--- config.mk ---
export PLATFORM = sky130hd
export DESIGN_NAME = artd_transfer
export DESIGN_NICKNAME = d
export VERILOG_FILES = /design/src/shared/artd_pkg.sv /design/src/design/artd_transfer.sv /design/src/design/artd_decoder.sv
export SDC_FILE = /design/constraint.sdc
export NUM_CORES = 1
export LEC_CHECK = 0
export BUFFER_PORTS_ARGS = -buffer_cell sky130_fd_sc_hd__buf_2
export CORE_UTILIZATION = 41
export DETAILED_ROUTE_END_ITERATION = 8
export PLACE_DENSITY = 0.79
export SYNTH_ARGS = -nofsm -noshare
export SYNTH_HDL_FRONTEND = slang
export SYNTH_HIERARCHICAL = 1
export SYNTH_SLANG_ARGS = --single-unit
--- constraint.sdc ---
create_clock -name clk -period 1.7 [get_ports clk]
set_input_delay 0.34 -clock clk [delete_from_list [all_inputs] [get_ports clk]]
set_output_delay 0.34 -clock clk [all_outputs]
set_load 0.01 [all_outputs]
--- src/shared/artd_pkg.sv ---
package artd_pkg;
    localparam int OPC_W = 10;
    localparam int NIB_W = 4;
    localparam int RLD_W = 8;
    // Instruction codes of the four transfers
    localparam logic [9:0] OPC_ADC_THREE  = 10'h206;
    localparam logic [9:0] OPC_TMR1_RLD   = 10'h23F;
    localparam logic [9:0] OPC_TMR3_RLD   = 10'h23B;
    localparam logic [9:0] OPC_CLOCK_CTRL = 10'h209;
    // Reset values of the target registers
    localparam logic [3:0] ADC_THREE_RST  = 4'h0;
    localparam logic [7:0] RELOAD_RST     = 8'h00;
    localparam logic [0:0] CLOCK_CTRL_RST = 1'h0;
    // Field positions within the reload registers
    localparam int RLD_HI_LSB = 4;
    localparam int RLD_LO_LSB = 0;

    typedef enum logic [2:0] {
        ARTD_OP_NONE   = 3'h0,
        ARTD_OP_ADC    = 3'h1,
        ARTD_OP_TMR1   = 3'h3,
        ARTD_OP_TMR3   = 3'h2,
        ARTD_OP_CLOCK  = 3'h6
    } artd_op_type;

    // Operand pair travelling from the core
    typedef struct packed {
        logic [3:0] acc;
        logic [3:0] aux;
    } artd_operand_type;

    // Decode result
    typedef struct packed {
        artd_op_type op;
        logic        hit;
    } artd_decode_type;
endpackage : artd_pkg

--- src/design/artd_transfer.sv ---
`timescale 1ns/1ns
module artd_transfer (
    // Clock and reset
    input  wire logic                        clk,
    input  wire logic                        reset,
    // Instruction from the core
    input  wire logic                        instr_valid,
    input  wire logic [9:0]                  instr,
    input  wire artd_pkg::artd_operand_type  operand,
    input  wire logic                        carry_in,
    // Target registers
    output logic [3:0]                       adc_ctrl_three,
    output logic [7:0]                       first_timer_reload,
    output logic [7:0]                       third_timer_reload,
    output logic                             clock_ctrl_reg,
    // Core feedback
    output logic                             done,
    output logic                             carry_out,
    output logic                             skip
);
    artd_pkg::artd_decode_type dec;
    logic [3:0] adc_q, adc_d;
    logic [7:0] r1_q, r1_d, r3_q, r3_d;
    logic       clk_q, clk_d;
    logic       done_q, done_d;
    logic       cy_q, cy_d;
    logic       skip_q, skip_d;
    logic       exec;

    artd_decoder u_dec (
        .instr (instr),
        .dec   (dec)
    );

    assign exec = instr_valid && dec.hit;

    always_comb begin
        adc_d  = adc_q;
        r1_d   = r1_q;
        r3_d   = r3_q;
        clk_d  = clk_q;
        done_d = exec;                 // Single-cycle completion
        cy_d   = carry_in;             // Carry passes through untouched
        skip_d = 1'b0;                 // No transfer ever requests a skip
        if (instr_valid) begin
            unique case (dec.op)
                artd_pkg::ARTD_OP_ADC: adc_d = operand.acc;
                artd_pkg::ARTD_OP_TMR1: begin
                    r1_d[artd_pkg::RLD_HI_LSB +: artd_pkg::NIB_W] = operand.aux;
                    r1_d[artd_pkg::RLD_LO_LSB +: artd_pkg::NIB_W] = operand.acc;
                end
                artd_pkg::ARTD_OP_TMR3: begin
                    r3_d[artd_pkg::RLD_HI_LSB +: artd_pkg::NIB_W] = operand.aux;
                    r3_d[artd_pkg::RLD_LO_LSB +: artd_pkg::NIB_W] = operand.acc;
                end
                artd_pkg::ARTD_OP_CLOCK: clk_d = operand.acc[0];
                artd_pkg::ARTD_OP_NONE: ;
            endcase
        end
    end

    always_ff @(posedge clk) begin
        if (reset) begin
            adc_q  <= artd_pkg::ADC_THREE_RST;
            r1_q   <= artd_pkg::RELOAD_RST;
            r3_q   <= artd_pkg::RELOAD_RST;
            clk_q  <= artd_pkg::CLOCK_CTRL_RST;
            done_q <= 1'b0;
            cy_q   <= 1'b0;
            skip_q <= 1'b0;
        end else begin
            adc_q  <= adc_d;
            r1_q   <= r1_d;
            r3_q   <= r3_d;
            clk_q  <= clk_d;
            done_q <= done_d;
            cy_q   <= cy_d;
            skip_q <= skip_d;
        end
    end

    assign adc_ctrl_three     = adc_q;
    assign first_timer_reload = r1_q;
    assign third_timer_reload = r3_q;
    assign clock_ctrl_reg     = clk_q;
    assign done               = done_q;
    assign carry_out          = cy_q;
    // Registered so the skip line behaves like every other core feedback output
    assign skip               = skip_q;

    a_adc_copy: assert property (@(posedge clk) disable iff (reset)
        instr_valid && instr == artd_pkg::OPC_ADC_THREE |=> adc_ctrl_three == $past(operand.acc))
        else $error("adc control three not loaded from accumulator");
    a_r1_high: assert property (@(posedge clk) disable iff (reset)
        instr_valid && instr == artd_pkg::OPC_TMR1_RLD |=> first_timer_reload[7:4] == $past(operand.aux))
        else $error("timer 1 reload high nibble wrong");
    a_r1_low: assert property (@(posedge clk) disable iff (reset)
        instr_valid && instr == artd_pkg::OPC_TMR1_RLD |=> first_timer_reload[3:0] == $past(operand.acc))
        else $error("timer 1 reload low nibble wrong");
    a_r3_high: assert property (@(posedge clk) disable iff (reset)
        instr_valid && instr == artd_pkg::OPC_TMR3_RLD |=> third_timer_reload[7:4] == $past(operand.aux))
        else $error("timer 3 reload high nibble wrong");
    a_r3_low: assert property (@(posedge clk) disable iff (reset)
        instr_valid && instr == artd_pkg::OPC_TMR3_RLD |=> third_timer_reload[3:0] == $past(operand.acc))
        else $error("timer 3 reload low nibble wrong");
    a_clock_bit: assert property (@(posedge clk) disable iff (reset)
        instr_valid && instr == artd_pkg::OPC_CLOCK_CTRL |=> clock_ctrl_reg == $past(operand.acc[0]))
        else $error("clock control bit not loaded");
    a_one_cycle: assert property (@(posedge clk) disable iff (reset)
        instr_valid && dec.hit |=> done && carry_out == $past(carry_in) && !skip)
        else $error("transfer not single cycle or carry changed");
    a_r1_hold: assert property (@(posedge clk) disable iff (reset)
        !(instr_valid && instr == artd_pkg::OPC_TMR1_RLD) |=> $stable(first_timer_reload))
        else $error("timer 1 reload changed without its opcode");
    a_r3_hold: assert property (@(posedge clk) disable iff (reset)
        !(instr_valid && instr == artd_pkg::OPC_TMR3_RLD) |=> $stable(third_timer_reload))
        else $error("timer 3 reload changed without its opcode");
    a_adc_hold: assert property (@(posedge clk) disable iff (reset)
        !(instr_valid && instr == artd_pkg::OPC_ADC_THREE) |=> $stable(adc_ctrl_three))
        else $error("adc control three changed without its opcode");
    a_clock_hold: assert property (@(posedge clk) disable iff (reset)
        !(instr_valid && instr == artd_pkg::OPC_CLOCK_CTRL) |=> $stable(clock_ctrl_reg))
        else $error("clock control bit changed without its opcode");
    a_done_refuse: assert property (@(posedge clk) disable iff (reset)
        !(instr_valid && dec.hit) |=> !done)
        else $error("done raised without a recognised transfer");
    a_carry_pass: assert property (@(posedge clk) disable iff (reset)
        1'b1 |=> carry_out == $past(carry_in))
        else $error("carry flag altered");
    a_skip_low: assert property (@(posedge clk) disable iff (reset)
        !skip)
        else $error("skip requested by a transfer");
    a_reset_clear: assert property (@(posedge clk)
        reset |=> !done && !skip && first_timer_reload == artd_pkg::RELOAD_RST)
        else $error("reset did not clear the outputs");
endmodule : artd_transfer

--- src/design/artd_decoder.sv ---
`timescale 1ns/1ns
module artd_decoder (
    // Instruction word
    input  wire logic [9:0]             instr,
    // Decode result
    output artd_pkg::artd_decode_type   dec
);
    always_comb begin
        dec.hit = 1'b1;
        unique case (instr)
            artd_pkg::OPC_ADC_THREE:  dec.op = artd_pkg::ARTD_OP_ADC;
            artd_pkg::OPC_TMR1_RLD:   dec.op = artd_pkg::ARTD_OP_TMR1;
            artd_pkg::OPC_TMR3_RLD:   dec.op = artd_pkg::ARTD_OP_TMR3;
            artd_pkg::OPC_CLOCK_CTRL: dec.op = artd_pkg::ARTD_OP_CLOCK;
            default: begin
                dec.op  = artd_pkg::ARTD_OP_NONE;
                dec.hit = 1'b0;
            end
        endcase
    end
endmodule : artd_decoder

==> results of run 1 <==
critical path: cells and delay by family:
kind                   cells  cell delay (ns)
and+or+nand+nor            3             0.91
buffers and inverters      2             0.24
AOI/OAI and AO/OA          1             0.21
muxes                      1             0.20
kinds of logic (layout without fill, tap and decap cells):
| family | Yosys count | in the layout | synth area share [%] |
|---|---|---|---|
| AOI/OAI and AO/OA | 3 | 3 | 2.687 |
| buffers and inverters | 6 | 53 | 3.271 |
| DFF | 23 | 23 | 42.99 |
| muxes | 21 | 21 | 19.63 |
| other | 1 | 1 | 0.3501 |
| and+or+nand+nor | 49 | 49 | 31.07 |
final timing paths:
kind / endpoint
hold reg to reg: third_timer_reload[1]$_SDFFE_PP0P_
hold / removal: carry_out$_SDFF_PP0_
setup / recovery: third_timer_reload[2]$_SDFFE_PP0P_
setup reg to reg: first_timer_reload[5]$_SDFFE_PP0P_
metrics by stage:
stage / total power [mW] / setup WS [ns] / utilization, % / TNS (ns)
after floorplan: 0.5879 / -0.03298 / - / -0.1980
after detailed placement: 0.6266 / -0.3011 / 53.74 / -4.630
after global routing: 0.8974 / 0.005874 / 56.26 / 0
after global placement: 0.6238 / -0.2164 / 53.74 / -3.558
after CTS: 0.8632 / 0.03636 / 55.10 / 0
final: 0.8622 / 0.04113 / 56.26 / 0
area by class of cell:
type	instances	area [um2]	share of cell area, %
clock buffer	4	26.28	1.885
sequential	23	460.4	33.03
timing repair buffer	49	267.8	19.21
multi-input combinational	74	601.8	43.18
tap	30	37.54	2.693
synthesized netlist by cell type (all sizes together):
| cell | instances |
|---|---|
| and4 | 1 |
| and4bb | 1 |
| nor2b | 1 |
| a31o | 1 |
| nor4b | 1 |
| nor4 | 1 |
| and4b | 1 |
| o2111a | 1 |
| nand2b | 29 |
| clkbuf | 4 |
| nand2 | 3 |
| nand4bb | 2 |
| nand3 | 2 |
| dfxtp | 23 |
| or3 | 1 |
| a21oi | 1 |
| or2 | 1 |
| nor2 | 3 |
| conb | 1 |
| mux2i | 21 |
| buf | 2 |
| nand4b | 2 |
timing repair:
| item | 4_1_cts | 5_1_grt |
|---|---|---|
| hold buffers | 0 | 0 |
| pin swaps | 0 | 4 |
| gates resized for setup | 1 | 6 |
| endpoints found under the setup margin | 1 | 16 |
power breakdown:
| group | switching [mW] | total, mW | leakage, nW | internal [mW] |
|---|---|---|---|---|
| registers | 0.000358 | 0.541 | 0.185 | 0.540 |
| clock network | 0.150 | 0.242 | 0.0150 | 0.0913 |
| logic | 0.0376 | 0.0800 | 0.504 | 0.0424 |
| total | 0.188 | 0.862 | 0.705 | 0.674 |
per-layer routing:
metal  up-vias  global-route usage [%]  part of all wire (%)
met4         0                   3.947                     0
li1        448                       -                     -
met5         -                       0                     0
met1       407                   19.55                    45
met3         0                   3.448                   7.4
met2        36                   30.59                    48
==> out/qor.txt, run 1 <==
Cells along the critical path: buf_6 -> or3_4 -> or2_4 -> a21oi_4 -> and4bb_1 -> buf_6 -> mux2i_1
Crit start category: primary input
Reg2reg start: first_timer_reload[5]$_SDFFE_PP0P_
Min Hold Slack: 0.2455 ns
Area contributors post-synth: dfxtp_1 (43%), mux2i_1 (20%), nand2b_1 (17%)
Cell Count, Final, Fillers Out: 180
Clock Sinks: 23
Die area: 0.002821 mm2
1st-iter DRT viols: 9
Routed len/inst: 12.20 um
Sequential share of the synthesized area: 42.99%
Launch point of the worst path: instr[1]
Synthesized cell area: 0.001071 mm2
Status: finished clean
Kind of critical path: primary input to flop
Worst reg-to-reg setup slack: 1.06 ns
Die Y: 53.11 um
CTS clock-pin slew for the worst setup and hold paths: 0.11 ns
Max FO, Critical Path: 6
Crit path top cell by count: buf_6
GPL Wtd Cong: 0.6632
Count of buffers from port buffering: 44
Hold_sp: carry_in
Hold Crit Depth: 2
Slowest cell on crit path: or3_4
Fillers: 224
Die Span X: 53.11 um
Share of cells above drive strength 1: 40.00%
Placed cells: 176
Final HPWL DP: 1.672 mm
Most frequent cells in the layout: buf_2 (43), nand2b_1 (29), dfxtp_1 (23), mux2i_1 (21), buf_4 (4)
Top cell type's share of synthesized area: 42.99%
CTS tree: done
Skew-Pair Late Insertion Delay: 0.30 ns
Root Buffer: clkbuf_4
Count of final setup violators: 0
DRC: 0
CP max stage delay: 0.38 ns
Post-CTS Setup Repair Bufs: 0
Row count: 18
# IOs: 46
Tmin final: 1.659 ns
Number of global-route vias before repair: 823
GR Util All Layers: 16.71%
Max Buffers Root-to-Sink: 2
Final Hold Viols: 0
Commonest non-fill, non-tap cell in the layout: buf_2
Area post-placement: 0.001331 mm2
Global-route congestion overflow total: 0
Class of the worst hold path: primary input to flop
Cells after synthesis: 103
Leak: 0.7046 nW
Via-to-Cell Ratio: 4.950
Antenna violations before repair: 0
Crit path DAT: 1.89 ns
Largest net degree at the start of global routing: 32
Post-synth top area cell: dfxtp_1
Final WL: 2.196 mm
Seq cells post-synth: 23
Worst Path Required: 1.93 ns
Total core area: 0.002477 mm2
Routed Antenna Nets: 0
Net Count, Synth: 125
Global-route wire length before repair: 3.422 mm
Crit. End Element: flop
Initial Util: 43.23%
Pins Over Slew Limit: 0
Post-synth cell types: 25
Area Overhead vs Synth: 30.14%
Number of max-cap violations: 0
Synth Warn #: 6
Period utilisation layout: 97.58%
Num CTS Buffers: 3
Fmax: 0.6028 GHz
Drt first pass iters: 6
Vias: 891
Final Skew: 0 ns
Reg2reg path depth: 2
Nets: 173
P per Cell Area: 618.6 mW/mm2
Synth Area per Inst: 10.40 um2
RSZ-0062 raised after global routing: false
Number of antenna diodes: 0
IR drop worst, VDD: 409.4 uV
H-Tree Depth: 1
Final instance area: 0.001394 mm2
Note: power is estimated with default switching activity, not from simulation.
==> run 2, diff against run 1 <==
--- a/config.mk
+++ b/config.mk
@@ -6,9 +6,11 @@
 export NUM_CORES = 1
 export LEC_CHECK = 0
 export BUFFER_PORTS_ARGS = -buffer_cell sky130_fd_sc_hd__buf_2
-export CORE_UTILIZATION = 41
+export CELL_PAD_IN_SITES_DETAIL_PLACEMENT = 0
+export CELL_PAD_IN_SITES_GLOBAL_PLACEMENT = 1
+export CORE_UTILIZATION = 31
 export DETAILED_ROUTE_END_ITERATION = 8
-export PLACE_DENSITY = 0.79
+export PLACE_DENSITY = 0.8
 export SYNTH_ARGS = -nofsm -noshare
 export SYNTH_HDL_FRONTEND = slang
 export SYNTH_HIERARCHICAL = 1
==> out/qor.txt, run 2 (synthesis gave the netlist of run 1 again) <==
Combinational share of power: 8.9%
Crit path DAT: 1.90 ns
Antenna violations before repair: 0
Final Hold Viols: 0
Tmin final: 1.664 ns
Final Skew: 0 ns
Commonest non-fill, non-tap cell in the layout: buf_2
Fmax: 0.6009 GHz
Num CTS Buffers: 3
Int Pwr: 667.5 uW
Class of the worst hold path: primary input to flop
Busiest grt layer: met2
Die Span X: 60.78 um
Slowest cell on crit path: or3_4
Met2 global-route usage: 21.98%
IR drop worst, VDD: 315.9 uV
Placed cells: 191
Crit. End Element: flop
Seq pwr share: 62.8%
Number of global-route vias before repair: 832
Status: finished clean
Crit start category: primary input
Reg2reg path depth: 2
Clock Sinks: 23
Period utilisation layout: 97.89%
Max FO, Critical Path: 4
Vias: 890
RR Endpoint: adc_ctrl_three[3]$_SDFFE_PP0P_
Cells along the critical path: buf_2 -> or3_4 -> or2_4 -> a21oi_4 -> buf_4 -> and4b_2 -> mux2i_1
Most frequent cells in the layout: buf_2 (44), nand2b_1 (29), dfxtp_1 (23), mux2i_1 (21), buf_4 (6)
Nets: 175
Pins Over Slew Limit: 0
Global-route wire length before repair: 3.574 mm
Met3 usage: 2.559%
Largest net degree at the start of global routing: 32
GR Util All Layers: 13.06%
H-Tree Depth: 1
Die Y: 60.78 um
Clock Power Share: 28.2%
Count of final setup violators: 0
Leak: 0.7136 nW
Number of antenna diodes: 0
GPL Wtd Cong: 0.7645
Root Buffer: clkbuf_4
Share of cells above drive strength 1: 42.76%
Kind of critical path: primary input to flop
Sw Ratio: 22.41%
1st-iter DRT viols: 24
Global-route congestion overflow total: 0
CP max stage delay: 0.39 ns
Top delay family on crit path: simple AND/OR/NAND/NOR gates
Worst reg-to-reg setup slack: 1.07 ns
Hold Path End: carry_out$_SDFF_PP0_
P per Cell Area: 606.3 mW/mm2
Count of buffers from port buffering: 44
Area Overhead vs Synth: 32.48%
Critical path buffers and inverters: 2
Total core area: 0.003153 mm2
Cell Count, Final, Fillers Out: 196
Cts hold-fix bufs: 0
Hold_sp: carry_in
Number of max-cap violations: 0
Skew-Pair Late Insertion Delay: 0.30 ns
Initial Util: 33.97%
Routed len/inst: 11.82 um
Row count: 20
CTS tree: done
M1 GR Usage: 16.17%
Drt first pass iters: 4
Final WL: 2.316 mm
NetSw: 192.8 uW
# IOs: 46
Reg2reg start: adc_ctrl_three[3]$_SDFFE_PP0P_
Via-to-Cell Ratio: 4.541
Launch point of the worst path: instr[4]
DRC: 0
Max Buffers Root-to-Sink: 2
Min Hold Slack: 0.2363 ns
Final HPWL DP: 1.730 mm
Die area: 0.003694 mm2
Routed Antenna Nets: 0
Worst Path Required: 1.94 ns
Hold Crit Depth: 2
CTS clock-pin slew for the worst setup and hold paths: 0.12 ns
[run 2: metal layers]
metal,part of all wire [%],up-vias
met4,0.65,0
li1,-,455
met1,47,401
met2,46,32
met3,6.8,2
met5,0,-
[run 2: power groups by stage]
stage / clock network (mW) / logic [mW] / registers, mW
2_1_floorplan: 0 / 0.0342 / 0.554
3_3_place_gp: 0 / 0.0707 / 0.553
3_5_place_dp: 0 / 0.0739 / 0.553
4_1_cts: 0.259 / 0.0740 / 0.541
5_1_grt: 0.277 / 0.0837 / 0.541
6_report: 0.243 / 0.0768 / 0.541
[run 2: final cells by class]
type,instances,area [um2]
multi-input combinational,74,599.3
clock buffer,3,22.52
sequential,23,460.4
tap,44,55.05
fill,333,1734
timing repair buffer,51,276.5
clock inverter,1,5.005
[run 2: through the flow]
step                worst slack, ns  area [um2]  util, %  TNS (ns)  power (mW)
floorplan                  -0.03298        1071        -   -0.1980      0.5879
global placement            -0.1894        1356    43.02    -3.731      0.6234
CTS                         0.06200        1384    43.89         0      0.8743
finish                      0.03588        1419    45.00         0      0.8603
global route               -0.01903        1419    45.00  -0.03360      0.9016
detailed placement          -0.2592        1356    43.02    -4.533      0.6266
[run 2: how the worst max path moves through the flow]
stage                                               to  slack, ns  cells after the start
finish              first_timer_reload[7]$_SDFFE_PP0P_       0.04                      7
global route        first_timer_reload[0]$_SDFFE_PP0P_      -0.02                      7
CTS                 first_timer_reload[7]$_SDFFE_PP0P_       0.06                      7
detailed placement  first_timer_reload[7]$_SDFFE_PP0P_      -0.26                      7
global placement    first_timer_reload[7]$_SDFFE_PP0P_      -0.19                      7
floorplan           third_timer_reload[1]$_SDFFE_PP0P_      -0.03                      6
[run 2: repair_timing]
action,4_1_cts,5_1_grt
resized for setup,0,7
setup buffers,0,1
endpoints found under the setup margin,0,5
